==> src/hw/bridge_ext_cfg_pkg.sv <==
// bridge extended configuration space: offsets, field positions, reset values
// assumes 12-bit byte addresses of configuration words and 32-bit data
package bridge_ext_cfg_pkg;
   // register byte offsets (word aligned)
   localparam logic [11:0] OFS_SEC_ERR_CAP = 12'h138;
   localparam logic [11:0] OFS_SEC_LOG0 = 12'h13c;
   localparam logic [11:0] OFS_SEC_LOG1 = 12'h140;
   localparam logic [11:0] OFS_SEC_LOG2 = 12'h144;
   localparam logic [11:0] OFS_SEC_LOG3 = 12'h148;
   localparam logic [11:0] OFS_VC_HDR = 12'h150;
   localparam logic [11:0] OFS_PORT_VC_CAP1 = 12'h154;
   localparam logic [11:0] OFS_PORT_VC_CAP2 = 12'h158;
   localparam logic [11:0] OFS_PORT_VC_CTL = 12'h15c;
   localparam logic [11:0] OFS_VC0_RES_CAP = 12'h160;
   localparam logic [11:0] OFS_VC0_RES_CTL = 12'h164;
   localparam logic [11:0] OFS_VC0_RES_STS = 12'h168;
   localparam logic [11:0] OFS_AUX_IO = 12'h304;
   localparam logic [11:0] OFS_TIMERS = 12'h310;
   // log field positions
   localparam int LOG_ATTR_LSB = 0;
   localparam int LOG_ATTR_W = 36;
   localparam int LOG_CMD_LO_LSB = 36;
   localparam int LOG_CMD_HI_LSB = 40;
   localparam int LOG_RSVD_LSB = 44;
   localparam int LOG_RSVD_W = 20;
   localparam int LOG_ADDR_LO_LSB = 64;
   localparam int LOG_ADDR_HI_LSB = 96;
   localparam int LOG_W = 128;
   localparam int PTR_W = 5;
   // capability header values
   localparam logic [15:0] VC_CAP_ID = 16'h0002;
   localparam logic [3:0] VC_CAP_VER = 4'h1;
   localparam logic [11:0] VC_NEXT_PTR = 12'h000;
   // channel0_resource_control fields
   localparam int TC_MAP_LSB = 1;
   localparam int TC_MAP_W = 7;
   localparam logic [6:0] TC_MAP_RST = 7'h7f;
   localparam int VC_ID_LSB = 24;
   localparam logic [2:0] VC_ID_VAL = 3'h0;
   localparam int VC_EN_BIT = 31;
   // auxiliary io fields
   localparam int AUX_W = 4;
   localparam int AUX_CLR_LSB = 0;
   localparam int AUX_SET_LSB = 4;
   localparam int AUX_OE_CLR_LSB = 8;
   localparam int AUX_OE_SET_LSB = 12;
   localparam int AUX_IN_LSB = 16;
   // timer fields
   localparam int REPLAY_W = 12;
   localparam int REPLAY_EN_BIT = 12;
   localparam logic [11:0] REPLAY_RST = 12'h20b;
   localparam int ACK_LAT_LSB = 16;
   localparam int ACK_LAT_W = 14;
   localparam logic [13:0] ACK_LAT_RST = 14'h0127;
   localparam int ACK_EN_BIT = 30;
endpackage

==> src/hw/sec_log_if.sv <==
// carrier of the sticky secondary error log between the logger and the register bank
// assumes one producer (logger) and one reader (register bank)
`timescale 1ns/1ps
`default_nettype none
interface sec_log_if;
   logic [127:0] log_words; // four log words, low word first
   logic [4:0] first_err_ptr; // first-error pointer
   modport logger (output log_words, output first_err_ptr);
   modport reader (input log_words, input first_err_ptr);
endinterface
`default_nettype wire

==> src/hw/bridge_ext_cfg.sv <==
// extended configuration register bank: error log, vc capability, aux io, link timers
// assumes single-word config requests on i_core_clk; aux inputs are asynchronous pins
`timescale 1ns/1ps
`default_nettype none
// Function
// [RL1] log attribute phase in bits 35:0
// [RL2] log command nibbles in 39:36, 43:40
// [RL3] log address phases in 95:64, 127:96
// [RL4] log at 13Ch, reserved bits, reset zero
// [RL5] sticky log ignores writes, survives ordinary reset
// [RL6] first-error pointer 4:0, upper bits zero
// [RL7] vc header id 0002h, version 1h
// [RL8] next capability pointer reads zero
// [RL9] port vc and vc0 words read zero
// [RL10] tc map writable 7:1, fixed bits
// [RL11] aux outputs write-one clear and set
// [RL12] aux enables write-one clear and set
// [RL13] bits 19:16 return synced aux inputs
// [RL14] replay timer value and enable writable
// [RL15] ack latency timer writable, enable zero
// [RL16] reserved space reads zero, ignores writes
// [RL17] enabled replay value overrides built-in default
module bridge_ext_cfg
   import bridge_ext_cfg_pkg::*;
#(
   parameter logic [11:0] REPLAY_DEFAULT = 12'h20b, // built-in replay limit
   parameter int AUX_PINS = 4 // auxiliary io width
)
(
   input wire logic i_core_clk,
   input wire logic i_rst_b,
   input wire logic i_sticky_rst_b,
   input wire logic i_cfg_req,
   input wire logic i_cfg_we,
   input wire logic [11:0] i_cfg_addr,
   input wire logic [3:0] i_cfg_be,
   input wire logic [31:0] i_cfg_wdata,
   output logic o_cfg_ack,
   output logic [31:0] o_cfg_rdata,
   input wire logic i_log_load,
   input wire logic i_log_dac,
   input wire logic [35:0] i_log_attr,
   input wire logic [3:0] i_log_cmd_lo,
   input wire logic [3:0] i_log_cmd_hi,
   input wire logic [31:0] i_log_addr_lo,
   input wire logic [31:0] i_log_addr_hi,
   input wire logic [4:0] i_log_ptr,
   input wire logic [3:0] i_aux_in,
   output logic [3:0] o_aux_out,
   output logic [3:0] o_aux_oe,
   output logic [11:0] o_replay_timer,
   output logic o_replay_timer_en,
   output logic [11:0] o_replay_limit,
   output logic [13:0] o_ack_latency
);
   // the register map packs exactly four aux bits per field
   if (AUX_PINS != AUX_W)
   begin : g_bad_aux
      $error("AUX_PINS must equal 4");
   end

   typedef struct packed {
      logic [3:0] aux_out; // auxiliary_output_bits
      logic [3:0] aux_oe; // auxiliary_output_enables
      logic [3:0] aux_meta; // first sync stage, read by second only
      logic [3:0] aux_sync; // auxiliary_input_bits after sync
      logic [6:0] tc_map; // traffic_class_channel_map, classes 7..1
      logic [11:0] replay; // replay timer value
      logic replay_en; // replay timer enable
      logic [13:0] ack_lat; // ack latency timer value
      logic [11:0] limit; // replay limit handed to the link layer, registered
      logic ack; // config answer strobe
      logic [31:0] rdata; // config read data
   } bank_state_t;

   localparam bank_state_t BANK_RST = '{
      aux_out: 4'h0,
      aux_oe: 4'h0,
      aux_meta: 4'h0,
      aux_sync: 4'h0,
      tc_map: TC_MAP_RST,
      replay: REPLAY_RST,
      replay_en: 1'b0,
      ack_lat: ACK_LAT_RST,
      limit: REPLAY_DEFAULT,
      ack: 1'b0,
      rdata: 32'h0
   };

   bank_state_t st_q; // registered state
   bank_state_t st_d; // next state
   sec_log_if log_bus (); // sticky log contents
   logic wr_hit; // a write request this cycle
   logic [31:0] wmask; // byte-lane mask of the write
   logic [31:0] wr_bits; // write data restricted to enabled lanes
   logic [31:0] rd_word; // combinational read mux

   // sticky log lives under its own reset
   sec_err_logger u_logger (
      .i_core_clk(i_core_clk),
      .i_sticky_rst_b(i_sticky_rst_b),
      .i_log_load(i_log_load),
      .i_log_dac(i_log_dac),
      .i_log_attr(i_log_attr),
      .i_log_cmd_lo(i_log_cmd_lo),
      .i_log_cmd_hi(i_log_cmd_hi),
      .i_log_addr_lo(i_log_addr_lo),
      .i_log_addr_hi(i_log_addr_hi),
      .i_log_ptr(i_log_ptr),
      .log_port(log_bus.logger)
   );

   // byte enables widened to a bit mask
   always_comb
   begin
      wmask = {{8{i_cfg_be[3]}}, {8{i_cfg_be[2]}}, {8{i_cfg_be[1]}}, {8{i_cfg_be[0]}}};
      wr_hit = i_cfg_req && i_cfg_we;
      wr_bits = i_cfg_wdata & wmask;
   end

   // read mux; anything unlisted answers zero, see RL16
   always_comb
   begin
      rd_word = 32'h0;
      unique case (i_cfg_addr)
         OFS_SEC_ERR_CAP: rd_word = {27'h0, log_bus.first_err_ptr}; // see RL6
         OFS_SEC_LOG0: rd_word = log_bus.log_words[31:0]; // see RL1
         OFS_SEC_LOG1: rd_word = {20'h0, log_bus.log_words[43:32]}; // see RL4
         OFS_SEC_LOG2: rd_word = log_bus.log_words[95:64]; // see RL3
         OFS_SEC_LOG3: rd_word = log_bus.log_words[127:96]; // see RL3
         OFS_VC_HDR: rd_word = {VC_NEXT_PTR, VC_CAP_VER, VC_CAP_ID}; // see RL7 and RL8
         OFS_VC0_RES_CTL:
         begin
            // channel enable and class 0 are hard-wired, see RL10
            rd_word[0] = 1'b1;
            rd_word[TC_MAP_LSB +: TC_MAP_W] = st_q.tc_map;
            rd_word[VC_ID_LSB +: 3] = VC_ID_VAL;
            rd_word[VC_EN_BIT] = 1'b1;
         end
         OFS_AUX_IO:
         begin
            // set/clear fields are write-only strobes, they read as zero
            rd_word[AUX_IN_LSB +: AUX_W] = st_q.aux_sync; // see RL13
         end
         OFS_TIMERS:
         begin
            rd_word[0 +: REPLAY_W] = st_q.replay; // see RL14
            rd_word[REPLAY_EN_BIT] = st_q.replay_en;
            rd_word[ACK_LAT_LSB +: ACK_LAT_W] = st_q.ack_lat; // see RL15
            rd_word[ACK_EN_BIT] = 1'b0;
         end
         // port vc and vc0 capability/status words are all zero, see RL9
         default: rd_word = 32'h0;
      endcase
   end

   // next-state logic of the bank
   always_comb
   begin
      st_d = st_q;
      st_d.aux_meta = i_aux_in;
      st_d.aux_sync = st_q.aux_meta; // see RL13
      st_d.ack = i_cfg_req;
      if (i_cfg_req)
         st_d.rdata = rd_word;
      if (wr_hit)
      begin
         unique case (i_cfg_addr)
            OFS_VC0_RES_CTL:
               st_d.tc_map = (st_q.tc_map & ~wmask[7:1]) | wr_bits[7:1]; // see RL10
            OFS_AUX_IO:
            begin
               // clear then set: a bit written in both fields ends up set
               st_d.aux_out = (st_q.aux_out & ~wr_bits[AUX_CLR_LSB +: AUX_W])
                  | wr_bits[AUX_SET_LSB +: AUX_W]; // see RL11
               st_d.aux_oe = (st_q.aux_oe & ~wr_bits[AUX_OE_CLR_LSB +: AUX_W])
                  | wr_bits[AUX_OE_SET_LSB +: AUX_W]; // see RL12
            end
            OFS_TIMERS:
            begin
               // lanes 0 and 1 carry the replay field, lanes 2 and 3 the ack field
               st_d.replay = (st_q.replay & ~wmask[11:0]) | wr_bits[11:0]; // see RL14
               if (i_cfg_be[1])
                  st_d.replay_en = i_cfg_wdata[REPLAY_EN_BIT];
               st_d.ack_lat = (st_q.ack_lat & ~wmask[29:16]) | wr_bits[29:16]; // see RL15
            end
            // log words and read-only space drop writes, see RL5 and RL16
            default: st_d.aux_out = st_q.aux_out;
         endcase
      end
      // picked from the next values, so the flop shows no extra cycle of lag
      st_d.limit = st_d.replay_en ? st_d.replay : REPLAY_DEFAULT; // see RL17
   end

   // ordinary reset restores listed values; log is not touched here
   always_ff @(posedge i_core_clk or negedge i_rst_b)
   begin
      if (!i_rst_b)
         st_q <= BANK_RST; // see RL12
      else
         st_q <= st_d;
   end

   // every output straight from flops, the replay limit included
   assign o_cfg_ack = st_q.ack;
   assign o_cfg_rdata = st_q.rdata;
   assign o_aux_out = st_q.aux_out;
   assign o_aux_oe = st_q.aux_oe;
   assign o_replay_timer = st_q.replay;
   assign o_replay_timer_en = st_q.replay_en;
   assign o_replay_limit = st_q.limit; // see RL17
   assign o_ack_latency = st_q.ack_lat;
endmodule
`default_nettype wire

==> src/hw/sec_err_logger.sv <==
// sticky capture of a failing secondary-side transaction
// assumes load strobe and capture data come from logic on i_core_clk
`timescale 1ns/1ps
`default_nettype none
module sec_err_logger
   import bridge_ext_cfg_pkg::*;
(
   input wire logic i_core_clk,
   input wire logic i_sticky_rst_b,
   input wire logic i_log_load,
   input wire logic i_log_dac,
   input wire logic [35:0] i_log_attr,
   input wire logic [3:0] i_log_cmd_lo,
   input wire logic [3:0] i_log_cmd_hi,
   input wire logic [31:0] i_log_addr_lo,
   input wire logic [31:0] i_log_addr_hi,
   input wire logic [4:0] i_log_ptr,
   sec_log_if.logger log_port
);
   typedef struct packed {
      logic [127:0] log; // captured header words
      logic [4:0] ptr; // first-error pointer
   } logger_state_t;

   logger_state_t st_q; // registered state
   logger_state_t st_d; // next state

   // capture only on load; software has no write path here
   always_comb
   begin
      st_d = st_q;
      if (i_log_load)
      begin
         st_d.log = '0; // reserved 63:44 stays zero, see RL4
         st_d.log[LOG_ATTR_LSB +: LOG_ATTR_W] = i_log_attr; // see RL1
         st_d.log[LOG_CMD_LO_LSB +: 4] = i_log_cmd_lo; // see RL2
         st_d.log[LOG_ADDR_LO_LSB +: 32] = i_log_addr_lo; // see RL3
         if (i_log_dac)
         begin
            // second address phase only exists for dual-address cycles
            st_d.log[LOG_CMD_HI_LSB +: 4] = i_log_cmd_hi; // see RL2
            st_d.log[LOG_ADDR_HI_LSB +: 32] = i_log_addr_hi; // see RL3
         end
         st_d.ptr = i_log_ptr; // see RL6
      end
   end

   // sticky reset only: ordinary resets leave the log intact, see RL5
   always_ff @(posedge i_core_clk or negedge i_sticky_rst_b)
   begin
      if (!i_sticky_rst_b)
         st_q <= '0; // see RL4
      else
         st_q <= st_d;
   end

   assign log_port.log_words = st_q.log;
   assign log_port.first_err_ptr = st_q.ptr;
endmodule
`default_nettype wire

==> config.mk <==
export PLATFORM = sky130hd
export DESIGN_NAME = bridge_ext_cfg
export DESIGN_NICKNAME = d
export VERILOG_FILES = /design/src/hw/bridge_ext_cfg_pkg.sv /design/src/hw/sec_log_if.sv /design/src/hw/bridge_ext_cfg.sv /design/src/hw/sec_err_logger.sv
export SDC_FILE = /design/constraint.sdc
export NUM_CORES = 1
export LEC_CHECK = 0
export BUFFER_PORTS_ARGS = -buffer_cell sky130_fd_sc_hd__buf_2
export CAP_MARGIN = 15
export CORE_ASPECT_RATIO = 1.1
export CORE_UTILIZATION = 52
export CTS_CLUSTER_DIAMETER = 30
export DETAILED_ROUTE_END_ITERATION = 12
export PLACE_DENSITY = 0.79
export SYNTH_ARGS = -nofsm -noshare
export SYNTH_HDL_FRONTEND = slang
export SYNTH_SLANG_ARGS = --single-unit
export TNS_END_PERCENT = 20
==> constraint.sdc <==
create_clock -name i_core_clk -period 1.6 [get_ports i_core_clk]
set_clock_uncertainty 0.05 [all_clocks]
set_input_delay 0.32 -clock i_core_clk [delete_from_list [all_inputs] [get_ports i_core_clk]]
set_output_delay 0.32 -clock i_core_clk [all_outputs]
set_load 0.01 [all_outputs]
==> flow_summary.ini <==
[clock_network]
cts_max_path_buffers = 3
clkSinkCount = 208
numCtsBuffers = 40
htree_levels = 2
worstSkewPairLatency_ps = 520
cts_tree = yes
path_clk_slew_ps = 60
cts-root-buf = clkbuf_16

[drt]
via_per_inst = 5.731
wl_per_cell_um = 21.53
num_vias = 7897
drt_iter0_markers = 697
route.detailed.drc = 0
wl_um = 29670
first_pass_iters = 9
final_antenna_net_count = 0

[floorplan]
rows = 50
coreArea_um2 = 17270
start_util = 0.5379
die_y_um = 142.2
dieWidth_um = 129.4
die_area_um2 = 18400
pin_count = 252

[placed_design]
place_ws_ps = -721.8
numPortBuffers = 249
hpwl_um = 18450
place.gp.congestion = 0.8954

[power_and_ir_drop]
power_leakage_nw = 6.224
finalPower_mw = 15.54
powerDensity_nw_per_um2 = 1173
vdd_drop_max_mv = 0.7702

[timing]
hold_viol_final = 0
fmax_ghz = 0.5564
setup_ws_ps = -197.2
rsz0062_at_grt = yes
worst_pin_slew_ps = 751.0
relSlewSlack = 0.4955
period_share = 1.123
finalSetupViolCount = 41
period_needed_ps = 1797
slew_violations = 0

[yosys]
syn_nets = 956
avgSynthCellArea_um2 = 11.85
ys_ff_latch = 208
ys_seq_area_frac = 0.5631
synth_cell_types = 47
synth_edf_count = 0
synth_flop_cell = dfrtp_1
yosys_warnings = 0
syn_inst = 784
syn_area_um2 = 9288
synth-async-reset-ratio = 1.000

[global_routing]
grt_usage = 0.3270
antenna_found_initial = 2
grt_max_degree = 88
grt_pass1_wl_um = 45460
grt_pass1_vias = 8244
overflow = 0

[worst_setup_path]
crit_chain = buf_6 > or4b_4 > or3_4 > nor3_4 > buf_6 > buf_16 > a222oi_1 > o21ai_1
crit_buf_inv = 3
worstPathArrival_ps = 2160
end_kind = flip-flop
crit_type = in -> reg
crit_required_ps = 1960
cp_slowest_cell = or4b_4
crit_path_start_kind = primary input
slowest_delay_ps = 590
critPathTopFamily = simple AND/OR/NAND/NOR gates
cp_common_cell = buf_6
cp_max_fo = 5

[cells_and_area]
area_growth_syn_to_layout_pct = 42.60
drive_above_1_share = 0.4947
final_util = 0.7670
fin_nets = 1282

[outcome]
status = finished, violations left
violations = setup timing

[flow_run]
cap_violations = 0

[min_path]
worst_hold_path_type = in -> reg
[power breakdown]
group,switching (mW),internal (mW),total [mW]
clock,2.91,5.49,8.40
sequential,0.210,5.60,5.81
combinational,0.643,0.685,1.33
[cells in the mapped netlist, drive strengths merged (6+ instances only)]
library cell,number,area (µm²)
o21ai,42,210.2
nor3,6,41.29
inv,39,146.4
and2,9,56.30
a22o,10,87.58
nand3,44,220.2
dfrtp,188,4705
mux2,115,1295
dfstp,20,525.5
nand2,30,112.6
a211oi,7,52.55
buf,89,649.4
a21oi,17,85.08
clkbuf,31,116.4
a22oi,13,97.59
nor2,36,140.1
a31oi,17,106.4
a222oi,20,200.2
a221oi,11,96.34
[metrics by stage]
step	TNS (ps)	hold WS (ps)	std cells	area [µm²]
after CTS	-4614	0.1164	1371	13090
after floorplan	-26830	-25.59	784	9346
after global placement	-46590	172.7	1222	10860
final	-3799	8.146	1378	13240
after detailed placement	-50550	176.4	1222	10860
after global routing	-6082	2.658	1376	13240
[placed cells by master (no fill, tap or decap), types with 20 or more instances in the layout]
cell type / instances
nand3_1: 44
buf_4: 60
dfstp_2: 20
nor2_1: 31
dfrtp_1: 188
a222oi_1: 20
clkbuf_16: 42
mux2_2: 104
buf_2: 239
o21ai_0: 39
inv_1: 39
dlygate4sd3_1: 75
nand2_1: 28
[worst paths after layout]
kind	start	to	slack [ps]	cells past startpoint
setup / recovery	i_cfg_addr[10]	o_cfg_rdata[13]	-200	8
setup reg to reg	u_logger.log_port.log_words[1]	o_cfg_rdata[1]	200	4
hold reg to reg	st_d[82]	st_q[82]	310	0
hold / removal	i_log_addr_hi[18]	u_logger.log_port.log_words[114]	8	3
min in group asynchronous	i_rst_b	o_cfg_rdata[5]	190	2
max in group asynchronous	i_rst_b	o_replay_limit[0]	710	3
[worst min-delay path, stage by stage]
cell     delay (ps)
buf_2            90
nand3_1          60
o21ai_0          60
[area by class of cell]
class | instances | area, µm²
diodes | 4 | 10.01
clock buffers | 52 | 1157
clock inverters | 20 | 214.0
fillers | 1037 | 4023
inverters | 39 | 146.4
multi-input cells | 417 | 3306
flip-flops and latches | 208 | 5230
well taps | 234 | 292.8
repair buffers | 404 | 2888
[logic make-up after synthesis]
| family | after synthesis | share of synthesized area |
|---|---|---|
| and+or+nand+nor | 157 | 0.09066 |
| DFF | 208 | 0.5631 |
| buffers and inverters | 159 | 0.09821 |
| AOI/OAI and AO/OA | 141 | 0.1043 |
| muxes | 119 | 0.1437 |
[layer usage]
metal | global-route usage | part of all wire | vias to the layer above
li1 | - | - | 3406
met1 | 0.4173 | 0.39 | 3864
met2 | 0.5201 | 0.48 | 490
met3 | 0.06880 | 0.077 | 137
met4 | 0.1812 | 0.055 | 0
met5 | 0 | 0 | -
[timing repair]
item	4_1_cts	5_1_grt
endpoints found under the setup margin	64	73
hold endpoints to repair	266	1
gates cloned	1	1
hold buffers	74	1
pin swaps	15	15
gates resized for setup	24	20
setup buffers	2	1
No activity file was read; power rests on OpenSTA's default activity.
